### src/design/dsc_params.svh
// Timing counts and field positions for the disk serial command link.
// Assumes inclusion by both ends; the package does not include it.
`ifndef DSC_PARAMS_SVH
`define DSC_PARAMS_SVH
`define DSC_CMD_BITS        17
`define DSC_FUNC_HI         15
`define DSC_FUNC_LO         12
`define DSC_MOD_HI          11
`define DSC_MOD_LO          8
`define DSC_GROUP_HI        7
`define DSC_GROUP_LO        4
`define DSC_PARAM_HI        11
`define DSC_SPLICE_CYC      4
`define DSC_OFFSET_RST      4'h0
`endif

### src/design/dsc_pkg.sv
// Types shared by both ends of the disk serial command link.
// Assumes dsc_params.svh is on the include path.
package dsc_pkg;
  typedef enum logic [3:0] {
    DSC_FN_SEEK   = 4'h0,
    DSC_FN_RECAL  = 4'h1,
    DSC_FN_STAT   = 4'h2,
    DSC_FN_CONF   = 4'h3,
    DSC_FN_GROUP  = 4'h4,
    DSC_FN_CTRL   = 4'h5,
    DSC_FN_STROBE = 4'h6,
    DSC_FN_TRACK  = 4'h7,
    DSC_FN_SELF   = 4'h8,
    DSC_FN_SECSZ  = 4'h9
  } dsc_func_e;

  typedef enum logic [3:0] {
    DSC_ST_IDLE = 4'b0001,
    DSC_ST_BIT  = 4'b0010,
    DSC_ST_WAIT = 4'b0100,
    DSC_ST_DONE = 4'b1000
  } dsc_state_e;

  // Odd parity bit for a 16-bit command word.
  function automatic logic dsc_odd_par(input logic [15:0] w);
    dsc_odd_par = ~(^w);
  endfunction
endpackage

### src/design/dsc_link_if.sv
// Control-cable lines between host controller and drive, active low.
// Assumes both ends share ref_clk_i; the bench joins the modports.
`timescale 1ns/1ps
interface dsc_link_if;
  logic [3:0] head_sel_n;
  logic       wr_en_n;
  logic       rd_en_n;
  logic       cmd_data_n;
  logic       xfer_req_n;
  logic       xfer_ack_n;
  logic       op_done_n;
  modport drive (input  head_sel_n, wr_en_n, rd_en_n, cmd_data_n,
                 input  xfer_req_n,
                 output xfer_ack_n, op_done_n);
  modport host  (output head_sel_n, wr_en_n, rd_en_n, cmd_data_n,
                 output xfer_req_n,
                 input  xfer_ack_n, op_done_n);
endinterface

### src/design/dsc_drive.sv
// Drive end: head decode, write/read gating and serial command decode.
// Assumes host lines arrive asynchronously; each passes two flops.
//
// What this block does
// - Head lines decode as binary head 0-15.
// - All head lines inactive selects head 0 while group_r is zero.
// - Head group command extends head number.
// - Heads number across removable then fixed media.
// - Writing to a missing head raises fault.
// - Write only while write gate low.
// - Write gate falling edge pulses splice_o for one cycle.
// - Host gaps write gate two bits formatting; dsc_host passes wr_en_i through ungapped.
// - Read data delivered only while read gate low.
// - Host asserts read gate inside preamble only; dsc_host passes rd_en_i through untimed.
// - Host keeps read gate off over splices; dsc_host does not gate rd_en_i by wr_en_i.
// - Sixteen bits plus parity per command, one bit per handshake.
// - Bits shift MSB first, parity last.
// - Drive executes the received command.
// - Parity is odd over the whole word.
// - Host starts only while operation done.
// - Host holds command line high when idle.
// - Function high nibble; unused low bits zero.
// - Decode control, offsets, self check, sector size.
// - Reserved function or modifier is invalid.
// - Strobe and track offsets held independently.
// - Seek moves to cylinder, clears offsets.
// - Recalibrate returns to zero, clears offsets.
`timescale 1ns/1ps
`include "dsc_params.svh"
module dsc_drive
  import dsc_pkg::*;
#(
  parameter int          HEAD_GROUP_W = 4,
  parameter logic [7:0]  HEADS_FITTED = 8'h10,
  parameter logic        REMOVABLE    = 1'b0
) (
  input  wire logic         ref_clk_i,
  input  wire logic         arst_n_i,
  input  wire logic         clk_en_i,
  input  wire logic         busy_i,
  input  wire logic         media_rd_i,
  dsc_link_if.drive         link,
  output logic [7:0]        head_o,
  output logic              head_removable_o,
  output logic              write_on_o,
  output logic              splice_o,
  output logic              read_on_o,
  output logic              rd_data_o,
  output logic              write_fault_o,
  output logic [11:0]       cylinder_o,
  output logic              seek_o,
  output logic              recal_o,
  output logic [3:0]        strobe_off_o,
  output logic [3:0]        track_off_o,
  output logic [3:0]        ctrl_op_o,
  output logic              ctrl_o,
  output logic              self_check_cmd_o,
  output logic              sector_size_cmd_o,
  output logic [11:0]       sector_size_o,
  output logic              invalid_o
);
  logic [1:0]  hs_sync_r [4];
  logic [1:0]  wr_sync_r;
  logic [1:0]  rd_sync_r;
  logic [1:0]  cd_sync_r;
  logic [1:0]  rq_sync_r;
  logic        wr_prev_r;
  logic [HEAD_GROUP_W-1:0] group_r;
  logic [16:0] rx_r;
  logic [4:0]  cnt_r;
  logic        ack_r;
  logic        busy_r;
  logic        word_r;
  logic [7:0]  head_nxt;
  logic [15:0] w;

  genvar g;
  generate
    for (g = 0; g < 4; g++) begin : g_hs
      always_ff @(posedge ref_clk_i or negedge arst_n_i) begin
        if (!arst_n_i) hs_sync_r[g] <= 2'h0;
        else if (clk_en_i)
          hs_sync_r[g] <= {hs_sync_r[g][0], ~link.head_sel_n[g]};
      end
    end
  endgenerate

  always_ff @(posedge ref_clk_i or negedge arst_n_i) begin
    if (!arst_n_i) begin
      wr_sync_r <= 2'h0;
      rd_sync_r <= 2'h0;
      cd_sync_r <= 2'h0;
      rq_sync_r <= 2'h0;
    end else if (clk_en_i) begin
      wr_sync_r <= {wr_sync_r[0], ~link.wr_en_n};
      rd_sync_r <= {rd_sync_r[0], ~link.rd_en_n};
      cd_sync_r <= {cd_sync_r[0], ~link.cmd_data_n};
      rq_sync_r <= {rq_sync_r[0], ~link.xfer_req_n};
    end
  end

  // Inactive-high lines invert to zero, so all-high lands on head 0 while group_r is zero.
  always_comb begin
    head_nxt = 8'h00;
    head_nxt[3:0] = {hs_sync_r[3][1], hs_sync_r[2][1],
                     hs_sync_r[1][1], hs_sync_r[0][1]};
    head_nxt[HEAD_GROUP_W+3:4] = group_r;
  end

  // Strobes are registered from synchronised gates.
  always_ff @(posedge ref_clk_i or negedge arst_n_i) begin
    if (!arst_n_i) begin
      head_o           <= 8'h00;
      head_removable_o <= 1'b0;
      write_on_o       <= 1'b0;
      splice_o         <= 1'b0;
      wr_prev_r        <= 1'b0;
      read_on_o        <= 1'b0;
      rd_data_o        <= 1'b0;
      write_fault_o    <= 1'b0;
    end else if (clk_en_i) begin
      head_o           <= head_nxt;
      head_removable_o <= REMOVABLE && (head_nxt == 8'h00);
      write_on_o       <= wr_sync_r[1];
      wr_prev_r        <= wr_sync_r[1];
      splice_o         <= wr_sync_r[1] && !wr_prev_r;
      read_on_o        <= rd_sync_r[1];
      rd_data_o        <= rd_sync_r[1] && media_rd_i;
      if (wr_sync_r[1] && head_nxt >= HEADS_FITTED)
        write_fault_o <= 1'b1;
      else if (!wr_sync_r[1]) write_fault_o <= 1'b0;
    end
  end

  // Receive one bit per request; ack follows request.
  always_ff @(posedge ref_clk_i or negedge arst_n_i) begin
    if (!arst_n_i) begin
      rx_r   <= 17'h00000;
      cnt_r  <= 5'h00;
      ack_r  <= 1'b0;
      word_r <= 1'b0;
    end else if (clk_en_i) begin
      word_r <= 1'b0;
      if (rq_sync_r[1] && !ack_r) begin
        ack_r <= 1'b1;
        rx_r  <= {rx_r[15:0], cd_sync_r[1]};
        if (cnt_r == 5'(`DSC_CMD_BITS - 1)) begin
          cnt_r  <= 5'h00;
          word_r <= 1'b1;
        end else cnt_r <= cnt_r + 5'h01;
      end else if (!rq_sync_r[1]) ack_r <= 1'b0;
    end
  end

  assign link.xfer_ack_n = ~ack_r;
  assign link.op_done_n  = busy_r;
  assign w = rx_r[16:1];

  always_ff @(posedge ref_clk_i or negedge arst_n_i) begin
    if (!arst_n_i) busy_r <= 1'b0;
    else if (clk_en_i) busy_r <= busy_i;
  end

  // Decode of a complete word; bad parity only raises invalid_o.
  always_ff @(posedge ref_clk_i or negedge arst_n_i) begin
    if (!arst_n_i) begin
      group_r <= '0;
      cylinder_o <= 12'h000;
      seek_o <= 1'b0;
      recal_o <= 1'b0;
      strobe_off_o <= `DSC_OFFSET_RST;
      track_off_o <= `DSC_OFFSET_RST;
      ctrl_op_o <= 4'h0;
      ctrl_o <= 1'b0;
      self_check_cmd_o <= 1'b0;
      sector_size_cmd_o <= 1'b0;
      sector_size_o <= 12'h000;
      invalid_o <= 1'b0;
    end else if (clk_en_i) begin
      {seek_o, recal_o, ctrl_o, self_check_cmd_o} <= 4'h0;
      sector_size_cmd_o <= 1'b0;
      invalid_o <= 1'b0;
      if (word_r) begin
        if (rx_r[0] != dsc_odd_par(w)) invalid_o <= 1'b1;
        else case (w[`DSC_FUNC_HI:`DSC_FUNC_LO])
          DSC_FN_SEEK: begin
            cylinder_o <= w[`DSC_PARAM_HI:0];
            seek_o <= 1'b1;
            strobe_off_o <= `DSC_OFFSET_RST;
            track_off_o <= `DSC_OFFSET_RST;
          end
          DSC_FN_RECAL: begin
            cylinder_o <= 12'h000;
            recal_o <= 1'b1;
            strobe_off_o <= `DSC_OFFSET_RST;
            track_off_o <= `DSC_OFFSET_RST;
          end
          DSC_FN_STAT, DSC_FN_CONF: ;
          DSC_FN_GROUP: group_r <=
              w[`DSC_GROUP_LO+HEAD_GROUP_W-1:`DSC_GROUP_LO];
          DSC_FN_CTRL: begin
            if (w[11] || w[10] || w[`DSC_MOD_HI:`DSC_MOD_LO] == 4'h1)
              invalid_o <= 1'b1;
            else begin
              ctrl_op_o <= w[`DSC_MOD_HI:`DSC_MOD_LO];
              ctrl_o <= 1'b1;
            end
          end
          DSC_FN_STROBE: begin
            if (w[11]) invalid_o <= 1'b1;
            else strobe_off_o <= w[`DSC_MOD_HI:`DSC_MOD_LO];
          end
          DSC_FN_TRACK: begin
            if (w[11]) invalid_o <= 1'b1;
            else track_off_o <= w[`DSC_MOD_HI:`DSC_MOD_LO];
          end
          DSC_FN_SELF: self_check_cmd_o <= 1'b1;
          DSC_FN_SECSZ: begin
            sector_size_o <= w[`DSC_PARAM_HI:0];
            sector_size_cmd_o <= 1'b1;
          end
          default: invalid_o <= 1'b1;
        endcase
      end
    end
  end
endmodule

### src/flat_wrapper.sv
// flat-port wrapper written by rule: the top's interface ports become plain ports
module dsc_drive_flat import dsc_pkg::*;
#(
  parameter int          HEAD_GROUP_W = 4,
  parameter logic [7:0]  HEADS_FITTED = 8'h10,
  parameter logic        REMOVABLE    = 1'b0
)
  (ref_clk_i, arst_n_i, clk_en_i, busy_i, media_rd_i, head_o, head_removable_o, write_on_o, splice_o, read_on_o, rd_data_o, write_fault_o, cylinder_o, seek_o, recal_o, strobe_off_o, track_off_o, ctrl_op_o, ctrl_o, self_check_cmd_o, sector_size_cmd_o, sector_size_o, invalid_o, link_head_sel_n, link_wr_en_n, link_rd_en_n, link_cmd_data_n, link_xfer_req_n, link_xfer_ack_n, link_op_done_n);
  dsc_link_if link_i ();
  input  wire logic ref_clk_i;
  input  wire logic arst_n_i;
  input  wire logic clk_en_i;
  input  wire logic busy_i;
  input  wire logic media_rd_i;
  output logic [7:0] head_o;
  output logic head_removable_o;
  output logic write_on_o;
  output logic splice_o;
  output logic read_on_o;
  output logic rd_data_o;
  output logic write_fault_o;
  output logic [11:0] cylinder_o;
  output logic seek_o;
  output logic recal_o;
  output logic [3:0] strobe_off_o;
  output logic [3:0] track_off_o;
  output logic [3:0] ctrl_op_o;
  output logic ctrl_o;
  output logic self_check_cmd_o;
  output logic sector_size_cmd_o;
  output logic [11:0] sector_size_o;
  output logic invalid_o;
  input wire logic [$bits(link_i.head_sel_n)-1:0] link_head_sel_n;
  input wire logic [$bits(link_i.wr_en_n)-1:0] link_wr_en_n;
  input wire logic [$bits(link_i.rd_en_n)-1:0] link_rd_en_n;
  input wire logic [$bits(link_i.cmd_data_n)-1:0] link_cmd_data_n;
  input wire logic [$bits(link_i.xfer_req_n)-1:0] link_xfer_req_n;
  output wire logic [$bits(link_i.xfer_ack_n)-1:0] link_xfer_ack_n;
  output wire logic [$bits(link_i.op_done_n)-1:0] link_op_done_n;
  assign link_i.head_sel_n = link_head_sel_n;
  assign link_i.wr_en_n = link_wr_en_n;
  assign link_i.rd_en_n = link_rd_en_n;
  assign link_i.cmd_data_n = link_cmd_data_n;
  assign link_i.xfer_req_n = link_xfer_req_n;
  assign link_xfer_ack_n = link_i.xfer_ack_n;
  assign link_op_done_n = link_i.op_done_n;
  dsc_drive #(.HEAD_GROUP_W(HEAD_GROUP_W), .HEADS_FITTED(HEADS_FITTED), .REMOVABLE(REMOVABLE)) u_core (.ref_clk_i(ref_clk_i), .arst_n_i(arst_n_i), .clk_en_i(clk_en_i), .busy_i(busy_i), .media_rd_i(media_rd_i), .link(link_i), .head_o(head_o), .head_removable_o(head_removable_o), .write_on_o(write_on_o), .splice_o(splice_o), .read_on_o(read_on_o), .rd_data_o(rd_data_o), .write_fault_o(write_fault_o), .cylinder_o(cylinder_o), .seek_o(seek_o), .recal_o(recal_o), .strobe_off_o(strobe_off_o), .track_off_o(track_off_o), .ctrl_op_o(ctrl_op_o), .ctrl_o(ctrl_o), .self_check_cmd_o(self_check_cmd_o), .sector_size_cmd_o(sector_size_cmd_o), .sector_size_o(sector_size_o), .invalid_o(invalid_o));
endmodule
### config.mk
export PLATFORM = sky130hd
export DESIGN_NAME = dsc_drive_flat
export DESIGN_NICKNAME = d
export VERILOG_FILES = /design/src/design/dsc_pkg.sv /design/src/design/dsc_link_if.sv /design/src/design/dsc_drive.sv /design/src/flat_wrapper.sv
export VERILOG_INCLUDE_DIRS = /design/src /design/src/design
export SDC_FILE = /design/constraint.sdc
export NUM_CORES = 1
export LEC_CHECK = 0
export BUFFER_PORTS_ARGS = -buffer_cell sky130_fd_sc_hd__buf_2
export CORE_MARGIN = 3
export CORE_UTILIZATION = 30
export DETAILED_ROUTE_END_ITERATION = 10
export HOLD_SLACK_MARGIN = 0.08
export SYNTH_ARGS = -nofsm -noshare
export SYNTH_HDL_FRONTEND = slang
export SYNTH_SLANG_ARGS = --single-unit
### constraint.sdc
create_clock -name ref_clk_i -period 7.2 [get_ports ref_clk_i]
set_input_delay 0.36 -clock ref_clk_i [delete_from_list [all_inputs] [get_ports ref_clk_i]]
set_output_delay 0.36 -clock ref_clk_i [all_outputs]
set_load 0.005 [all_outputs]
* Word-level counts from Yosys, hierarchy flattened *
Cells that the tools add are included.

cells by class
  add/sub/neg operators = 1
  order comparisons = 1
  equal/unequal tests = 16
  mux-type cells = 32
  bitwise logic cells = 12
  reduce and logical (&&, ||, !) cells = 25

operators by type and width
  operator               count
  $mux W1                26
  $pmux W12 S2           1
  $eq A4 B3 Y1 const B   4
  $pmux W4 S2            2
  $reduce_xor A16 Y1     1
  $reduce_and A5 Y1      3
  $not A1 Y1             12
  $reduce_and A4 Y1      3
  $eq A4 B1 Y1 const B   2
  $eq A4 B2 Y1 const B   2
  $eq A4 B4 Y1 const B   2
  $ge A8 B5 Y1 const B   1
  $ne A2 B2 Y1 const B   4
  $reduce_or A7 Y1       1
  $reduce_and A2 Y1      3
  $reduce_bool A2 Y1     3
  $add A5 B1 Y5 const B  1
  $eq A5 B5 Y1 const B   1
  $mux W5                1
  $logic_and A1 B1 Y1    4
  $logic_not A4 Y1       1
  $mux W4                1
  $reduce_or A2 Y1       2
  $pmux W1 S3            1
  3 further kinds        5

word-level totals
  register bits = 100
  bits of input ports = 13
  output and inout port bits = 58

* Longest topological paths before layout *
  word-level depth = 6
  gate-level depth with buffers = 8

* Least setup slack after synthesis *
OpenSTA, ideal clock, no wires.

  kind = register to register
  from = register u_core.rx_r[9]
  to = register u_core.sector_size_o[10]
  setup time = 125 ps
  arrival time = 2306 ps
  data required time = 7075 ps
  slack = 4769 ps
  cell stages (with the launch flop) = 8
  path buffers = 1
  cell sequence = dfrtp_1 -> ha_1 -> xnor3_1 -> xnor3_2 -> xnor2_4 -> nor3_4 -> buf_6 -> mux2_4

on the way
  longest elaborated chain between the ends = 5

ends and longest elaborated chain
  what                         RTL line          text
  start, declared              dsc_drive.sv:69   logic [16:0] rx_r;
  start signal, assigned       dsc_drive.sv:146  rx_r <= {rx_r[15:0], cd_sync_r[1]};
  $reduce_xor A16 Y1           dsc_pkg.sv:26     dsc_odd_par = ~(^w);
  $not A1 Y1                   dsc_pkg.sv:26
  $ne A1 B1 Y1                 dsc_drive.sv:184  if (rx_r[0] != dsc_odd_par(w)) invalid_o <= 1'b1;
  $not A1 Y1 (no line)         --
  $reduce_and A4 Y1 (no line)  --
  end signal, assigned         dsc_drive.sv:219  sector_size_o <= w[`DSC_PARAM_HI:0];
  end, declared                dsc_drive.sv:59   output logic [11:0] sector_size_o,

Every way passes these cells.
A chain may end at the register's enable or synchronous reset.

* Worst setup path in the final report *
  from = register u_core.rx_r[12]
  to = register u_core.sector_size_o[11]

on the way
  longest elaborated chain between the ends = 5

ends and longest elaborated chain
  what                         RTL line
  $reduce_xor A16 Y1           dsc_pkg.sv:26
  $not A1 Y1                   dsc_pkg.sv:26
  $ne A1 B1 Y1                 dsc_drive.sv:184
  $not A1 Y1 (no line)         --
  $reduce_and A4 Y1 (no line)  --

Several ways; a longest one is shown, not always the timed one.

==> out/metrics.yaml <==
floorplanning:
  coreArea_um2: 14150
  rows: 43
  die-area_um2: 16290
  ios: 71
  die_w_um: 127.6
  start_util_pct: 31.37
  die_y_um: 127.6
logic_synthesis:
  synth_common_cells: "dfrtp_1, nand2_1, mux2_2"
  ys_async_sr_fraction_pct: 100.0
  synth_area_um2: 4439
  synthDistinctLibCells: 46
  synth.most_common_cell: "dfrtp_1"
  synth_edf_count: 0
  synth_flop_cell: "dfrtp_1"
  syn_area_per_cell_um2: 11.68
  synth.yosys.warnings: 0
  yosysSeqAreaShare_pct: 55.24
  synth-seq-cells: 98
  synth_top_area_share_pct: 55.24
  synth_top_area_cell: "dfrtp_1"
  synth_area_leaders: "dfrtp_1, mux2_2, nand2_1"
  synth_cells: 380
timing:
  clock_skew_ns: 0.004615
  setup_ws_ns: 4.066
  slew_headroom_pct: 34.10
  layout_min_cycle_time_ns: 3.134
  worst_slew_pin_slew_ns: 0.9885
  finalMaxSlewViolations: 0
  tns_ns: 0
  rsz0062_at_grt: "false"
  setup_viol: 0
  max_freq_mhz: 319.1
  post-route-period-util_pct: 43.53
  hold_viol: 0
power_and_ir_drop:
  p_leak_nw: 2.620
  ir_drop_v: 0.0003074
  powerDensity_nw_per_um2: 368.1
  fin_total_pwr_mw: 1.909
global_route:
  antenna_found_initial: 0
  grt_usage_pct: 12.64
  grt_max_degree: 77
  overflow: 0
  grt_pass1_wl_mm: 16.43
  grt_pass1_vias: 3116
run:
  maxCapViolCount: 0
drt:
  drtIter0Drc: 222
  num_vias: 3022
  routed_wl_mm: 9.764
  viasPerCell: 4.843
  drc_errors: 0
  wl_per_cell_um: 15.65
  ant_nets: 0
  dr.pass1.iters: 4
setup_path:
  critical_path.max_stage_delay_ns: 0.76
  start_kind: "flip-flop"
  worstPathCellList: "inv_1 > ha_1 > xnor2_1 > xnor3_2 > xnor2_4 > nor3_4 > mux2_2"
  cp_slowest_cell: "nor3_4"
  crit_path_end_kind: "flip-flop"
  cp.arrival_ns: 3.36
  crit_type: "flip-flop to flip-flop"
  cp.required_ns: 7.42
  crit_family: "XOR/XNOR gates"
  critical_path_buf_inv_count: 1
  critPathMaxFanout: 14
layout:
  diodes: 0
  area_growth_pct: 16.83
  ff_latch_area_um2: 2452
  fin_nets: 465
  multi_input_comb_area_um2: 1813
  fillers: 1412
  drive_gt1_share_pct: 28.83
place:
  place_congestion: 0.8035
  dpl.hpwl_mm: 6.764
  io_buffers: 67
  dp_slack_ns: 4.069
cts:
  insertion_delay_ns: 0.34
  cts_root_buffer: "clkbuf_16"
  path_clk_slew_ns: 0.07
  clockBufferDepth: 2
  cts_tree: "built"
  cts-htree-levels: 3
  cts_buffers: 9
  post_cts_buffers: 0
  clkSinkCount: 98
run_status:
  status: "complete, no violations"
worst_hold_path:
  hold_class: "primary input to flip-flop"
==> worst paths after layout <==
path,startpoint,end,slack [ns],cells after the start
max in group asynchronous,arst_n_i,u_core.cylinder_o[2],5.52,3
min in group asynchronous,arst_n_i,u_core.rd_sync_r[1],0.45,2
setup / recovery,u_core.rx_r[12],u_core.sector_size_o[11],4.07,7
hold / removal,link_rd_en_n,u_core.rd_sync_r[0],0.19,2
setup reg to reg,u_core.rx_r[12],u_core.sector_size_o[11],4.07,7
hold reg to reg,u_core.cd_sync_r[1],u_core.rx_r[0],0.46,2
==> logic make-up (layout without fill, tap and decap cells) <==
family                   Yosys count  after routing  synth area share, %
AO/OA/AOI/OAI                     73             73                11.95
XOR/XNOR                          11             11                3.749
other                              1              3              0.08447
AND/OR/NAND/NOR                  105            105                11.36
flip-flops                        98             98                55.24
multiplexers                      37             37                10.15
adder cells (fa/ha/maj)           12             12                3.382
buffers and inverters             43            105                4.087
==> through the flow <==
| stage | hold WS (ns) | instances | instance area (µm²) | util, % |
|---|---|---|---|---|
| 6_report | 0.1926 | 624 | 5186 | 36.65 |
| 5_1_grt | 0.1915 | 624 | 5186 | 36.65 |
| 4_1_cts | 0.1847 | 624 | 5186 | 36.65 |
| 3_5_place_dp | 0.2728 | 608 | 4915 | 34.73 |
| 3_3_place_gp | 0.2635 | 608 | 4915 | 34.73 |
| 2_1_floorplan | 0.06441 | 382 | 4447 | - |
==> layout make-up <==
cell class / instances / area share, %
Clock buffer: 10 / 4.415
Clock inverter: 5 / 0.6273
Inverter: 21 / 1.520
Multi-Input combinational cell: 241 / 34.96
Sequential cell: 98 / 47.29
Tap cell: 180 / 4.343
Timing Repair Buffer: 69 / 6.852
==> registers in the layout, summed over array words and instances (netlist names), 3 cells and up <==
name and cells:
u_core.rx_r 17, u_core.cylinder_o 12, u_core.sector_size_o 12, u_core.head_o 8, u_core.cnt_r 5, u_core.ctrl_op_o 4, u_core.group_r 4, u_core.head_nxt 4
u_core.hs_sync_r 4, u_core.strobe_off_o 3, u_core.track_off_o 3
==> layer usage <==
| layer | global-route usage [%] | vias up | part of all wire (%) |
|---|---|---|---|
| met5 | 0 | - | 0 |
| met4 | 4.057 | 0 | 1.5 |
| met3 | 3.888 | 11 | 5.8 |
| met2 | 19.32 | 66 | 46 |
| met1 | 17.22 | 1513 | 47 |
| li1 | - | 1432 | - |
==> layout by cell type (no fill, tap or decap), drive strengths merged, types with 2 or more instances in the layout <==
cell and instances:
dfrtp 98, buf 68, nand2 60, mux2 37
inv 21, o21ai 21, a21boi 12, a221o 12
ha 12, nor2b 11, nand3 10, clkbuf 10
nor2 7, nor3 7, o221ai 6, xnor2 6
a21o 5, a21oi 4, and3 4, conb 3
clkinvlp 3, xnor3 3, a32o 2, and2 2
o22ai 2, o2bb2ai 2, o31ai 2, clkinv 2
xor2 2
==> timing repair <==
action | in CTS | in global routing
hold buffers | 1 | 0
resized for setup | 0 | 0
endpoints found under the hold margin | 22 | 0
==> where the power goes <==
group          switching (mW)  internal (mW)
sequential             0.0808          0.619
clock                   0.198          0.231
combinational           0.491          0.290
total                   0.770           1.14
==> worst register-to-register path, stage by stage (launching register included) <==
cell,delay (ns)
dfrtp_1,0.60
inv_1,0.15
ha_1,0.32
xnor2_1,0.19
xnor3_2,0.35
xnor2_4,0.23
nor3_4,0.76
mux2_2,0.42
No activity file was read; power rests on OpenSTA's default activity.
